<file path="config.mk">
export PLATFORM = sky130hd
export DESIGN_NAME = byte_store_write
export DESIGN_NICKNAME = d
export VERILOG_FILES = /design/src/hdl/byte_store_pkg.sv /design/src/hdl/byte_store_write.sv
export SDC_FILE = /design/constraint.sdc
export NUM_CORES = 1
export LEC_CHECK = 0
export BUFFER_PORTS_ARGS = -buffer_cell sky130_fd_sc_hd__buf_2
export CORE_MARGIN = 2
export CORE_UTILIZATION = 32
export DETAILED_ROUTE_END_ITERATION = 6
export SLEW_MARGIN = 15
export SYNTH_ARGS = -nofsm -noshare
export SYNTH_HDL_FRONTEND = slang
export SYNTH_SLANG_ARGS = --single-unit
export TNS_END_PERCENT = 1
</file>
<file path="constraint.sdc">
create_clock -name pclk -period 3.85 [get_ports pclk]
set_clock_uncertainty 0.2 [all_clocks]
set_input_delay 0.77 -clock pclk [delete_from_list [all_inputs] [get_ports pclk]]
set_output_delay 0.77 -clock pclk [all_outputs]
set_load 0.02 [all_outputs]
</file>
<file path="src/hdl/byte_store_pkg.sv">
package byte_store_pkg;

    // write timings scale with the clock, so they are kept as cycle counts
    // of the reference clock; a slower pclk stretches them in proportion
    localparam int REF_CLK_MHZ     = 20;
    localparam int WRITE_TIME_US   = 136;
    localparam int MAINT_TIME_MS   = 58;
    localparam int BADADDR_TIME_US = 7;
    localparam int WRITE_CYCLES    = WRITE_TIME_US * REF_CLK_MHZ;
    localparam int MAINT_CYCLES    = MAINT_TIME_MS * 1000 * REF_CLK_MHZ;
    localparam int BADADDR_CYCLES  = BADADDR_TIME_US * REF_CLK_MHZ;
    localparam int CNT_W           = 21;

    // store geometry and maintenance period
    localparam int       MAINT_PERIOD   = 200;
    localparam int       STORE_SIZE     = 64;
    localparam int       TRIM_COUNT     = 32;
    localparam logic [7:0] TRIM_INFO_BASE = 8'h20;
    localparam logic [7:0] ERASED_BYTE    = 8'hFF;
    localparam logic [7:0] TRIM_IDX_RESET = 8'h00;

    // register indices; byte address is four times the index
    localparam logic [11:0] IDX_STORE_ADDR = 12'hFF0;
    localparam logic [11:0] IDX_STORE_DATA = 12'hFF1;
    localparam logic [11:0] IDX_CTRL       = 12'hFF2;
    localparam logic [11:0] IDX_RESULT     = 12'hFF3;
    localparam logic [11:0] IDX_INT_STAT   = 12'hFF4;
    localparam logic [11:0] IDX_INT_MASK   = 12'hFF5;
    localparam logic [11:0] IDX_TRIM_IDX   = 12'hFF6;
    localparam logic [11:0] IDX_TRIM_DATA  = 12'hFF7;

    // field positions
    localparam int CTRL_START_BIT  = 0;
    localparam int CTRL_BUSY_BIT   = 0;
    localparam int STAT_VERIFY_BIT = 0;
    localparam int STAT_BADADR_BIT = 1;
    localparam int STAT_FAULT_BIT  = 2;
    localparam int INT_DONE_BIT    = 0;
    localparam int INT_ERR_BIT     = 1;

    typedef enum logic [1:0] {ST_IDLE, ST_PROG, ST_VERIFY, ST_DONE} wr_state_t;

endpackage : byte_store_pkg

</file>
<file path="src/hdl/byte_store_write.sv">
// The APB register port was decided locally.
`timescale 1ns/1ps
`default_nettype none

// Summary of operation
// status bit 2 reports a flash fault seen during the write.
// write beyond store size changes nothing and sets status bit 1.
// programmed byte is read back; mismatch sets status bit 0.
// status bits 7 to 3 always read zero.
// ordinary write lasts 136 us worth of 20 MHz clock cycles.
// every 200th write does maintenance, lasting up to 58 ms.
// write durations are cycle counts, so they scale with clock.
// trim index 00H-1FH selects info byte at index plus 20H.
// trim data reads or writes the byte the trim index selects.
// start with held operands; busy holds until one-cycle done pulse.
module byte_store_write #(
    parameter int MAINT_CYC = byte_store_pkg::MAINT_CYCLES,
    parameter int MAINT_PER = byte_store_pkg::MAINT_PERIOD
) (
    input  wire  logic        pclk,
    input  wire  logic        presetn,
    input  wire  logic        psel,
    input  wire  logic        penable,
    input  wire  logic        pwrite,
    input  wire  logic [13:0] paddr,
    input  wire  logic [31:0] pwdata,
    output logic       [31:0] prdata,
    output logic              pready,
    output logic              pslverr,
    input  wire  logic        flash_fault_in,
    output logic              busy,
    output logic              done,
    output logic        [7:0] status_byte,
    output logic              irq
);

    byte_store_pkg::wr_state_t state_reg, state_next;
    logic [7:0]  store_mem [byte_store_pkg::STORE_SIZE];
    logic [7:0]  trim_mem  [byte_store_pkg::TRIM_COUNT];
    logic [7:0]  addr_reg, data_reg, trim_idx_reg, result_reg;
    logic [1:0]  int_stat_reg, int_mask_reg;
    logic [byte_store_pkg::CNT_W-1:0] cnt_reg;
    logic [7:0]  wcount_reg;
    logic        maint_reg, bad_reg, fault_seen_reg, vfail_reg;
    logic        sync1_reg, sync2_reg, sync3_reg, fault_reg;

    // register decode, shared by read and write paths
    function automatic logic hit(input logic [13:0] a,
                                 input logic [11:0] idx);
        hit = (a[13:2] == idx) && (a[1:0] == 2'b00);
    endfunction : hit

    wire acc      = psel && penable;
    wire wr       = acc && pwrite;
    wire rd       = acc && !pwrite;
    wire h_addr   = hit(paddr, byte_store_pkg::IDX_STORE_ADDR);
    wire h_data   = hit(paddr, byte_store_pkg::IDX_STORE_DATA);
    wire h_ctrl   = hit(paddr, byte_store_pkg::IDX_CTRL);
    wire h_res    = hit(paddr, byte_store_pkg::IDX_RESULT);
    wire h_istat  = hit(paddr, byte_store_pkg::IDX_INT_STAT);
    wire h_imask  = hit(paddr, byte_store_pkg::IDX_INT_MASK);
    wire h_tidx   = hit(paddr, byte_store_pkg::IDX_TRIM_IDX);
    wire h_tdata  = hit(paddr, byte_store_pkg::IDX_TRIM_DATA);
    wire mapped   = h_addr | h_data | h_ctrl | h_res | h_istat | h_imask
                  | h_tidx | h_tdata;
    wire idle     = (state_reg == byte_store_pkg::ST_IDLE);
    // operands are frozen while a write runs, so they stay stable
    wire start    = wr && h_ctrl && pwdata[byte_store_pkg::CTRL_START_BIT]
                  && idle;
    wire addr_bad = (addr_reg >= 8'(byte_store_pkg::STORE_SIZE));
    // period is a parameter so a short run can still reach maintenance;
    // the counter is 8 bits wide, so the period must stay at most 256
    wire maint_go = (wcount_reg == 8'(MAINT_PER - 1));
    // indices above 1FH select nothing
    wire trim_ok  = (trim_idx_reg < 8'(byte_store_pkg::TRIM_COUNT));
    wire [4:0] tsel = trim_idx_reg[4:0];
    wire [5:0] ssel = addr_reg[5:0];
    wire [7:0] trim_rd  = trim_ok ? trim_mem[tsel] : 8'h00;
    wire [7:0] store_rd = store_mem[ssel];
    wire cnt_zero = (cnt_reg == '0);

    // reserved status bits are forced to zero
    wire [7:0] result_next_w = {5'b00000, fault_seen_reg, bad_reg,
                                vfail_reg};
    wire err_evt  = done && (|result_next_w[2:0]);

    // duration chosen at start, in reference clock cycles
    wire [byte_store_pkg::CNT_W-1:0] dur =
        addr_bad ? byte_store_pkg::CNT_W'(byte_store_pkg::BADADDR_CYCLES - 1)
      : maint_go ? byte_store_pkg::CNT_W'(MAINT_CYC - 1)
      :            byte_store_pkg::CNT_W'(byte_store_pkg::WRITE_CYCLES - 1);

    // APB answers in the access cycle; unmapped addresses get pslverr
    assign pready  = 1'b1;
    assign pslverr = acc && !mapped;
    assign prdata  =
        h_addr  ? {24'h000000, addr_reg}
      : h_data  ? {24'h000000, data_reg}
      : h_ctrl  ? {31'h00000000, !idle}
      : h_res   ? {24'h000000, result_reg}
      : h_istat ? {30'h00000000, int_stat_reg}
      : h_imask ? {30'h00000000, int_mask_reg}
      : h_tidx  ? {24'h000000, trim_idx_reg}
      : h_tdata ? {24'h000000, trim_rd}
      :           32'h00000000;

    // busy covers the whole operation, done is the last cycle of it
    assign busy        = !idle;
    assign done        = (state_reg == byte_store_pkg::ST_DONE);
    assign status_byte = result_reg;
    assign irq         = |(int_stat_reg & int_mask_reg);

    // fault pin crosses in: only the 2nd and 3rd stages are compared
    always_ff @(posedge pclk or negedge presetn)
    begin
        if (!presetn)
        begin
            sync1_reg <= 1'b0;
            sync2_reg <= 1'b0;
            sync3_reg <= 1'b0;
            fault_reg <= 1'b0;
        end
        else
        begin
            sync1_reg <= flash_fault_in;
            sync2_reg <= sync1_reg;
            sync3_reg <= sync2_reg;
            if (sync2_reg == sync3_reg)
                fault_reg <= sync3_reg;
        end
    end

    // write sequencer next state
    always_comb
    begin
        state_next = state_reg;
        case (state_reg)
            byte_store_pkg::ST_IDLE:   if (start)
                                           state_next = byte_store_pkg::ST_PROG;
            byte_store_pkg::ST_PROG:   if (cnt_zero)
                                           state_next =
                                               byte_store_pkg::ST_VERIFY;
            byte_store_pkg::ST_VERIFY: state_next = byte_store_pkg::ST_DONE;
            byte_store_pkg::ST_DONE:   state_next = byte_store_pkg::ST_IDLE;
            default:                   state_next = byte_store_pkg::ST_IDLE;
        endcase
    end

    // sequencer state, duration counter and per-write flags
    always_ff @(posedge pclk or negedge presetn)
    begin
        if (!presetn)
        begin
            state_reg      <= byte_store_pkg::ST_IDLE;
            cnt_reg        <= '0;
            bad_reg        <= 1'b0;
            maint_reg      <= 1'b0;
            fault_seen_reg <= 1'b0;
            vfail_reg      <= 1'b0;
            wcount_reg     <= 8'h00;
            result_reg     <= 8'h00;
        end
        else
        begin
            state_reg <= state_next;
            if (start)
            begin
                cnt_reg        <= dur;
                bad_reg        <= addr_bad;
                maint_reg      <= maint_go && !addr_bad;
                fault_seen_reg <= fault_reg;
                vfail_reg      <= 1'b0;
            end
            else if (!cnt_zero)
                cnt_reg <= cnt_reg - 1'b1;
            // any fault seen from start until the cycle before done is remembered
            if (busy && !done && fault_reg)
                fault_seen_reg <= 1'b1;
            // only legal writes count toward maintenance
            if (start && !addr_bad)
                wcount_reg <= maint_go ? 8'h00 : wcount_reg + 8'h01;
            // read back the programmed byte and compare
            if (state_reg == byte_store_pkg::ST_VERIFY && !bad_reg)
                vfail_reg <= (store_rd != data_reg);
            if (done)
                result_reg <= result_next_w;
        end
    end

    // operand, trim and interrupt registers
    always_ff @(posedge pclk or negedge presetn)
    begin
        if (!presetn)
        begin
            addr_reg     <= 8'h00;
            data_reg     <= 8'h00;
            trim_idx_reg <= byte_store_pkg::TRIM_IDX_RESET;
            int_stat_reg <= 2'b00;
            int_mask_reg <= 2'b00;
        end
        else
        begin
            if (wr && h_addr && idle)
                addr_reg <= pwdata[7:0];
            if (wr && h_data && idle)
                data_reg <= pwdata[7:0];
            if (wr && h_tidx)
                trim_idx_reg <= pwdata[7:0];
            if (wr && h_imask)
                int_mask_reg <= pwdata[1:0];
            // read clears, but a same-cycle event still sets its bit
            int_stat_reg <= (int_stat_reg & ~{2{rd && h_istat}})
                          | {err_evt, done};
        end
    end

    // flash cells: store programming only clears bits, trim writes replace the byte; erased state is all ones
    always_ff @(posedge pclk or negedge presetn)
    begin
        if (!presetn)
        begin
            for (int i = 0; i < byte_store_pkg::STORE_SIZE; i++)
                store_mem[i] <= byte_store_pkg::ERASED_BYTE;
            for (int j = 0; j < byte_store_pkg::TRIM_COUNT; j++)
                trim_mem[j] <= byte_store_pkg::ERASED_BYTE;
        end
        else
        begin
            // an out-of-range write never touches the array
            if (state_reg == byte_store_pkg::ST_PROG && cnt_zero && !bad_reg)
                store_mem[ssel] <= store_mem[ssel] & data_reg;
            // trim write lands at info byte TRIM_INFO_BASE + index
            if (wr && h_tdata && trim_ok)
                trim_mem[tsel] <= pwdata[7:0];
        end
    end

    // helper: cycles spent between start and done
    logic [byte_store_pkg::CNT_W-1:0] run_cnt;
    always_ff @(posedge pclk or negedge presetn)
    begin
        if (!presetn)
            run_cnt <= '0;
        else
            run_cnt <= (busy && !done) ? run_cnt + 1'b1 : '0;
    end
endmodule : byte_store_write

`default_nettype wire

</file>
==> results of run 1 <==
## synth_stat cells, drive strengths merged, types with 13 or more instances
cell type  count
mux2         840
dfstp        768
clkbuf       155
nand2        151
mux4          92
nor2          90
buf           77
dfrtp         69
a221oi        60
mux2i         58
o21ai         57
a21oi         48
a22oi         44
nor3          30
nand3         28
a22o          23
o22ai         17
nand4         15
ha            14
nor2b         14
nor4          13
## final cells by class
type | count | share of cell area [%]
clock buffers | 130 | 5.572
inverters | 12 | 0.09649
clock inverters | 23 | 0.5950
repair buffers | 268 | 5.310
well taps | 1637 | 4.388
flip-flops and latches | 837 | 46.97
multi-input cells | 1796 | 37.07
## cells in the final DEF (no fill, tap or decap), drive strengths merged, types with 7 or more instances in the layout
cell    count
a22oi      44
dfrtp      69
nor3b       7
a222oi     11
o22ai      17
a221o      11
mux4       92
dfstp     768
ha         14
clkinv     11
buf       266
o21ai      57
and2       10
conb       30
clkbuf    130
nand2     151
and3        8
nor2       90
inv        16
a32oi       9
nor2b      14
nand3      28
or4         7
a211oi      9
a31oi       7
nor3       30
a21oi      48
nor4       13
o31ai       7
mux2      840
a221oi     60
mux2i      58
nand4      15
a22o       23
xnor2      11
## where the power goes
group | total [W] | internal, W | switching (W)
combinational | 0.000324 | 0.0000458 | 0.000278
clock | 0.00854 | 0.00500 | 0.00353
sequential | 0.00884 | 0.00884 | 0.00000170
total | 0.0177 | 0.0139 | 0.00381
## cell families (layout without fill, tap and decap cells)
| logic type | count (synthesis) | after routing |
|---|---|---|
| buffers and inverters | 244 | 433 |
| AOI/OAI and AO/OA | 342 | 342 |
| adders and majority gates | 15 | 15 |
| and+or+nand+nor | 404 | 404 |
| xor gates and xnor gates | 15 | 15 |
| DFF | 837 | 837 |
| other | 2 | 30 |
| muxes | 990 | 990 |
## final timing paths
check                      slack (ns)  cells after the start                        end
min in group asynchronous        0.53                      2   state_reg[0]$_DFFE_PN0P_
setup reg to reg                -0.01                     13      vfail_reg$_DFFE_PN0P_
hold / removal                   0.18                      0        sync3_reg$_DFF_PN0_
max in group asynchronous        1.87                      4  trim_mem[135]$_DFFE_PN1P_
setup / recovery                -0.16                      6                  prdata[3]
hold reg to reg                  0.18                      0        sync3_reg$_DFF_PN0_
## metal layers
metal / vias to the layer above / wire [um] / track usage [%] / part of all wire, %
met5: - / 16 / 0 / 0.015
met4: 2 / 2693 / 4.513 / 2.5
met2: 724 / 51210 / 27.15 / 47
met1: 13310 / 49830 / 24.33 / 45
li1: 10900 / - / - / -
met3: 161 / 5999 / 2.551 / 5.5
## critical path: cells and delay by family, from the launching register on
| kind | cells | cell delay [ns] |
|---|---|---|
| multiplexers | 1 | 0.50 |
| AO/OA/AOI/OAI | 3 | 1.00 |
| flip-flops | 1 | 0.51 |
| buffers and inverters | 2 | 0.37 |
## stage by stage
step           setup TNS (ns)  worst slack [ns]  cells  util, %
3_3_place_gp          -0.2078           -0.2078   4540    35.15
5_1_grt               -0.9846           -0.2088   4703    37.71
2_1_floorplan               0            0.1756   2877        -
3_5_place_dp          -0.1511           -0.1511   4540    35.15
4_1_cts               -0.9091           -0.1467   4703    37.63
6_report              -0.5709           -0.1622   4703    37.71
## what timing repair did
action / CTS / global route
hold endpoints to repair: 2 / 0
resized for setup: 22 / 23
pin swaps: 4 / 4
hold buffers: 2 / 0
setup endpoints to repair: 9 / 10
buffers inserted: 7 / 0
gates cloned: 1 / 0
==> summary.md, run 1 <==
| Metric | Value |
|---|---|
| IO Pins | `slightly below 100` |
| DR vias/cell | `approximately 5.3` |
| Unrepaired setup endpoints after global routing | `yes` |
| Die height | `~360 um` |
| Vias in the first global route | `between 20k and 30k` |
| Syn avg cell area | `between 10 and 15 um^2` |
| Seq. cell area | `between 20000 and 25000 um^2` |
| Largest area contributor in the netlist | `dfstp_2` |
| Slew Limit Fails | `0` |
| Synth Area in Adders | `0.4633%` |
| Die ar. | `127700 um^2` |
| Clock latency on the worst-skew pair | `between 0.6 and 0.7 ns` |
| Combinational family with the most area after synthesis | `multiplexers` |
| R2r startpoint | `addr_reg[1]$_DFFE_PN0P_` |
| XOR/XNOR Fraction of Synth Area | `less than 1%` |
| Initial Util | `around a third` |
| Initial antenna violation count | `3` |
| Post-synthesis simple-gate area fraction | `5.250%` |
| Residual DRC | `0` |
| CP endpoint kind | `output port` |
| Final WL | `about 110 mm` |
| Total CTS buffers | `86` |
| # port buffers | `42` |
| CP Class | `flip-flop to output port` |
| Post-synth top area share | `around half` |
| Core area | `roughly 120000 um^2` |
| CTS tree | `built` |
| Number of fillers in the final layout | `~12k` |
| Tmin final | `roughly 4 ns` |
| Synth Instances | `2849` |
| Area growth syn-to-layout | `16.79%` |
| Critical-path top delay cell | `dfrtp_4` |
| Synth Cell Area | `between 30000 and 40000 um^2` |
| Hold Vio Cnt, Final | `0` |
| Tcrit/Tclk final | `104.2%` |
| Final HPWL DP | `73.34 mm` |
| Mux contribution to synthesized area | `a little under a third` |
| Final instance area | `around 47000 um^2` |
| Synth top area cells | `dfstp_2 50%, mux2_2 22%, mux4_2 5.2%` |
| Nets | `a little over 3k` |
| Leak Pwr | `between 15 and 20 nW` |
| Max_slew headroom | `a little over two fifths` |
| Post-Place Cell Area | `about 44000 um^2` |
| Remaining global-route overflow | `0` |
| Worst Path Max Fanout | `8` |
| Routed wire per std cell | `23.34 um` |
| Root Buffer | `clkbuf_16` |
| Number of synthesized flops with an enable pin | `0` |
| Worst Max-Slew Pin Slew | `0.8667 ns` |
| Final worst setup slack | `-0.1622 ns` |
| Cell Rows | `129` |
| Multi-input gate area | `~17000 um^2` |
| 1st-iter DRT viols | `slightly below 2k` |
| Worst Setup SP | `trim_idx_reg[0]$_DFFE_PN0P_` |
| CTS clock-pin slew for the worst setup and hold paths | `approximately 0.060 ns` |
| Detail Route Antenna Nets | `0` |
| Tot Pwr | `around 0.018 W` |
| Layout cells sized above 1 | `~69%` |
| Max FFs per register | `approximately 510` |
| Seq/Total Area, Yosys | `a little over half` |
| Final hold slack | `approximately 0.18 ns` |
| H-tree depth | `3` |
| Max stage delay on crit path | `a little over 0.5 ns` |
| Primary FF master, synth | `dfstp_2` |
| DIE WIDTH | `about 360 um` |
| CP startpoint kind | `flip-flop` |
| Critical path arrival | `between 3 and 4 ns` |
| Routed vias | `between 20k and 30k` |
| Failing checks | `negative setup slack` |
| First-pass GRT wire length | `167.4 mm` |
| Yosys Warn Count | `0` |
| Max-capacitance violation count | `0` |
| Hold Startpoint | `sync2_reg$_DFF_PN0_` |
| Register bit count reported by yosys | `837` |
| Hold Path Class | `flip-flop to flip-flop` |
| # setup viols final | `6` |
| Fmax | `249.2 MHz` |
| Placer Congestion | `roughly 0.9` |
| GRT Overall Usage | `roughly 17%` |
| Status | `finished, violations left` |
| N_diodes | `0` |
| Unique cell type count in the Yosys netlist | `between 70 and 80` |
| Largest net degree at the start of global routing | `112` |
| Async set-reset flop share out of synthesis | `100.0%` |
| Post-synthesis compound-gate area fraction | `6.220%` |
| Sink Count | `between 800 and 900` |
| 1st-pass router iterations | `5` |
| Worst Path Required | `2.88 ns` |
| CTS Buffer Depth | `3` |
| Crit path cell chain | `buf_12, mux4_2, a22o_1, a222oi_1, o21ai_1, buf_2` |
| VDD IR max | `around 0.00029 V` |
| PwrDens | `~380 nW/um^2` |
No activity file was read; power rests on OpenSTA's default activity.
==> run 2: changes to the inputs <==
Settings changed: SKIP_LAST_GASP set to 1.
==> run 2 against run 1 <==
Effect of this change:
- the flow still finishes with violations (negative setup slack)
- non-clock buffer count up 2
- largest cell class unchanged
- critical endpoint is now prdata[0]
- first-iteration DRC count up 7.2%
- maximum frequency up 0.19%
- total power about the same
- largest power group unchanged
- die area unchanged
==> summary.md, run 2 (synthesis results as in run 1) <==
| Metric | Value |
|---|---|
| Status | `finished, violations left (unchanged)` |
| Failing checks | `negative setup slack (unchanged)` |
| Clock share of power | `48.2% (about the same)` |
| Worst Max-Slew Pin Slew | `1.284 ns (was 0.8667 ns)` |
| Die ar. | `127700 um^2 (unchanged)` |
| Residual DRC | `0 (unchanged)` |
| Number of fillers in the final layout | `11.72k (was 11.70k)` |
| CTS tree | `built (unchanged)` |
| DIE WIDTH | `357.4 um (unchanged)` |
| VDD IR max | `0.0002858 V (was 0.0002856 V)` |
| H-tree depth | `3 (unchanged)` |
| 1st-pass router iterations | `6 (was 5)` |
| Core area | `123800 um^2 (unchanged)` |
| Largest net degree at the start of global routing | `112 (unchanged)` |
| Cell internal pwr | `0.01389 W (about the same)` |
| Vias in the first global route | `25.59k (was 25.61k)` |
| Switching share of power | `21.48% (was 21.54%)` |
| Sink Count | `837 (unchanged)` |
| Crit path cell chain | `nor2b_1, a221oi_1, buf_4, o31ai_1, buf_2 (was buf_12, mux4_2, a22o_1, a222oi_1, o21ai_1, buf_2)` |
| Root Buffer | `clkbuf_16 (unchanged)` |
| CTS clock-pin slew for the worst setup and hold paths | `0.06 ns (about the same)` |
| # port buffers | `42 (unchanged)` |
| CP startpoint kind | `flip-flop (unchanged)` |
| Critical path arrival | `3.03 ns (was 3.04 ns)` |
| Setup TNS | `-1.050 ns (was -0.5709 ns)` |
| Critical-path top delay cell | `nor2b_1 (was dfrtp_4)` |
| Worst Path Max Fanout | `8 (unchanged)` |
| Die height | `357.4 um (unchanged)` |
| Initial Util | `32.29% (unchanged)` |
| Routed wire per std cell | `23.29 um (was 23.34 um)` |
| Leak Pwr | `19.24 nW (was 19.26 nW)` |
| Area growth syn-to-layout | `16.60% (was 16.79%)` |
| 1st-iter DRT viols | `2081 (was 1941)` |
| Routed vias | `25.06k (was 25.10k)` |
| DR vias/cell | `5.325 (was 5.337)` |
| Placed cell count | `4540 (unchanged)` |
| Detail Route Antenna Nets | `0 (unchanged)` |
| Max stage delay on crit path | `0.72 ns (was 0.51 ns)` |
| Placer Congestion | `0.8923 (unchanged)` |
| Most frequent cells in the layout | `781 x mux2_2, 768 x dfstp_2, 183 x buf_4 (was 781 x mux2_2, 768 x dfstp_2, 179 x buf_4)` |
| IO Pins | `97 (unchanged)` |
| First-pass GRT wire length | `167.4 mm (about the same)` |
| Hold Path Class | `flip-flop to flip-flop (unchanged)` |
| Slew Limit Fails | `0 (unchanged)` |
| CP endpoint kind | `output port (unchanged)` |
| CTS Buffer Depth | `3 (unchanged)` |
| Logic pwr share | `1.8% (about the same)` |
| Sw Pwr | `0.003800 W (was 0.003814 W)` |
| Finished Layout Cells | `4706 (was 4703)` |
| Unrepaired setup endpoints after global routing | `yes (unchanged)` |
| Remaining global-route overflow | `0 (unchanged)` |
| Seq pwr share | `50.0% (about the same)` |
| Layout cells sized above 1 | `68.90% (was 69.31%)` |
| Tcrit/Tclk final | `104.0% (was 104.2%)` |
| Final HPWL DP | `73.34 mm (unchanged)` |
| Final worst setup slack | `-0.1548 ns (was -0.1622 ns)` |
| Tmin final | `4.005 ns (was 4.012 ns)` |
| Max-capacitance violation count | `0 (unchanged)` |
| CP Class | `flip-flop to output port (unchanged)` |
| Hold Vio Cnt, Final | `0 (unchanged)` |
| Most common cell after layout, fill and taps aside | `mux2_2 (unchanged)` |
| Total CTS buffers | `86 (unchanged)` |
| # setup viols final | `9 (was 6)` |
| Final WL | `109.6 mm (was 109.8 mm)` |
| PwrDens | `379.5 nW/um^2 (was 379.2 nW/um^2)` |
| Max_slew headroom | `14.19% (was 41.77%)` |
| Initial antenna violation count | `3 (unchanged)` |
| Worst Path Required | `2.88 ns (about the same)` |
| GRT Overall Usage | `17.10% (about the same)` |
| Cell Rows | `129 (unchanged)` |
| Max FFs per register | `512 (unchanged)` |
| Fmax | `249.7 MHz (was 249.2 MHz)` |
| Clock latency on the worst-skew pair | `0.65 ns (about the same)` |
| Nets | `3069 (was 3067)` |
==> run 2: per-layer routing <==
layer | wire length (um) | GRT usage (%) | vias up
met3 | 5828 | 2.495 | 158
met1 | 49790 | 24.41 | 13320
li1 | - | - | 10900
met4 | 2629 | 4.471 | 2
met5 | 16 | 0 | -
met2 | 51330 | 27.13 | 681
==> run 2: timing repair <==
action                                 4_1_cts  5_1_grt
setup endpoints to repair                    9       10
hold buffers                                 2        0
pin swaps                                    3        2
endpoints found under the hold margin        2        0
gates cloned                                 1        0
gates resized for setup                     16        4
setup buffers                                7        2
==> run 2: path summary, 6_finish.rpt <==
kind	from	end	slack [ns]	cells past startpoint
setup / recovery	trim_idx_reg[2]$_DFFE_PN0P_	prdata[0]	-0.15	5
hold / removal	sync2_reg$_DFF_PN0_	sync3_reg$_DFF_PN0_	0.18	0
setup reg to reg	addr_reg[1]$_DFFE_PN0P_	vfail_reg$_DFFE_PN0P_	-0.12	11
hold reg to reg	sync2_reg$_DFF_PN0_	sync3_reg$_DFF_PN0_	0.18	0
max in group asynchronous	presetn	trim_mem[245]$_DFFE_PN1P_	1.88	4
min in group asynchronous	presetn	state_reg[0]$_DFFE_PN0P_	0.52	2
==> run 2: layout make-up <==
cell class                 instances  area, um^2  area share (%)
clock buffer                     130        2601           5.581
timing repair buffer             270        2482           5.326
multi-input combinational       1796       17220           36.95
sequential                       837       21930           47.05
antenna                            1       2.502        0.005369
tap                             1637        2048           4.395
clock inverter                    23       277.8          0.5960
inverter                          12       45.04         0.09665
==> run 2: worst max-delay path: cells and delay by family, from the launching register on <==
family	cells	cell delay, ns
AND/OR/NAND/NOR	1	0.72
AO/OA/AOI/OAI	2	0.64
flip-flops	1	0.56
buffers and inverters	2	0.46
==> run 2: power groups by stage <==
stage                     Clock (W)  Sequential [W]  Combinational (W)
after global routing        0.00912         0.00884           0.000366
after floorplan                   0         0.00897          0.0000943
final                       0.00852         0.00884           0.000322
after CTS                   0.00874         0.00884           0.000333
after detailed placement          0         0.00897           0.000330
after global placement            0         0.00897           0.000330
==> run 2: per-stage QoR <==
| stage | util (%) | hold WS, ns | setup slack [ns] | power, W | instance area [um^2] |
|---|---|---|---|---|---|
| finish | 37.65 | 0.1829 | -0.1548 | 0.01769 | 46600 |
| global route | 37.64 | 0.1958 | -0.2044 | 0.01833 | 46600 |
| CTS | 37.61 | 0.1859 | -0.1467 | 0.01792 | 46560 |
| detailed placement | 35.15 | 0.1699 | -0.1511 | 0.009302 | 43520 |
| global placement | 35.15 | 0.1859 | -0.2078 | 0.009302 | 43520 |
| floorplan | - | 0.1312 | 0.1756 | 0.009066 | 40070 |
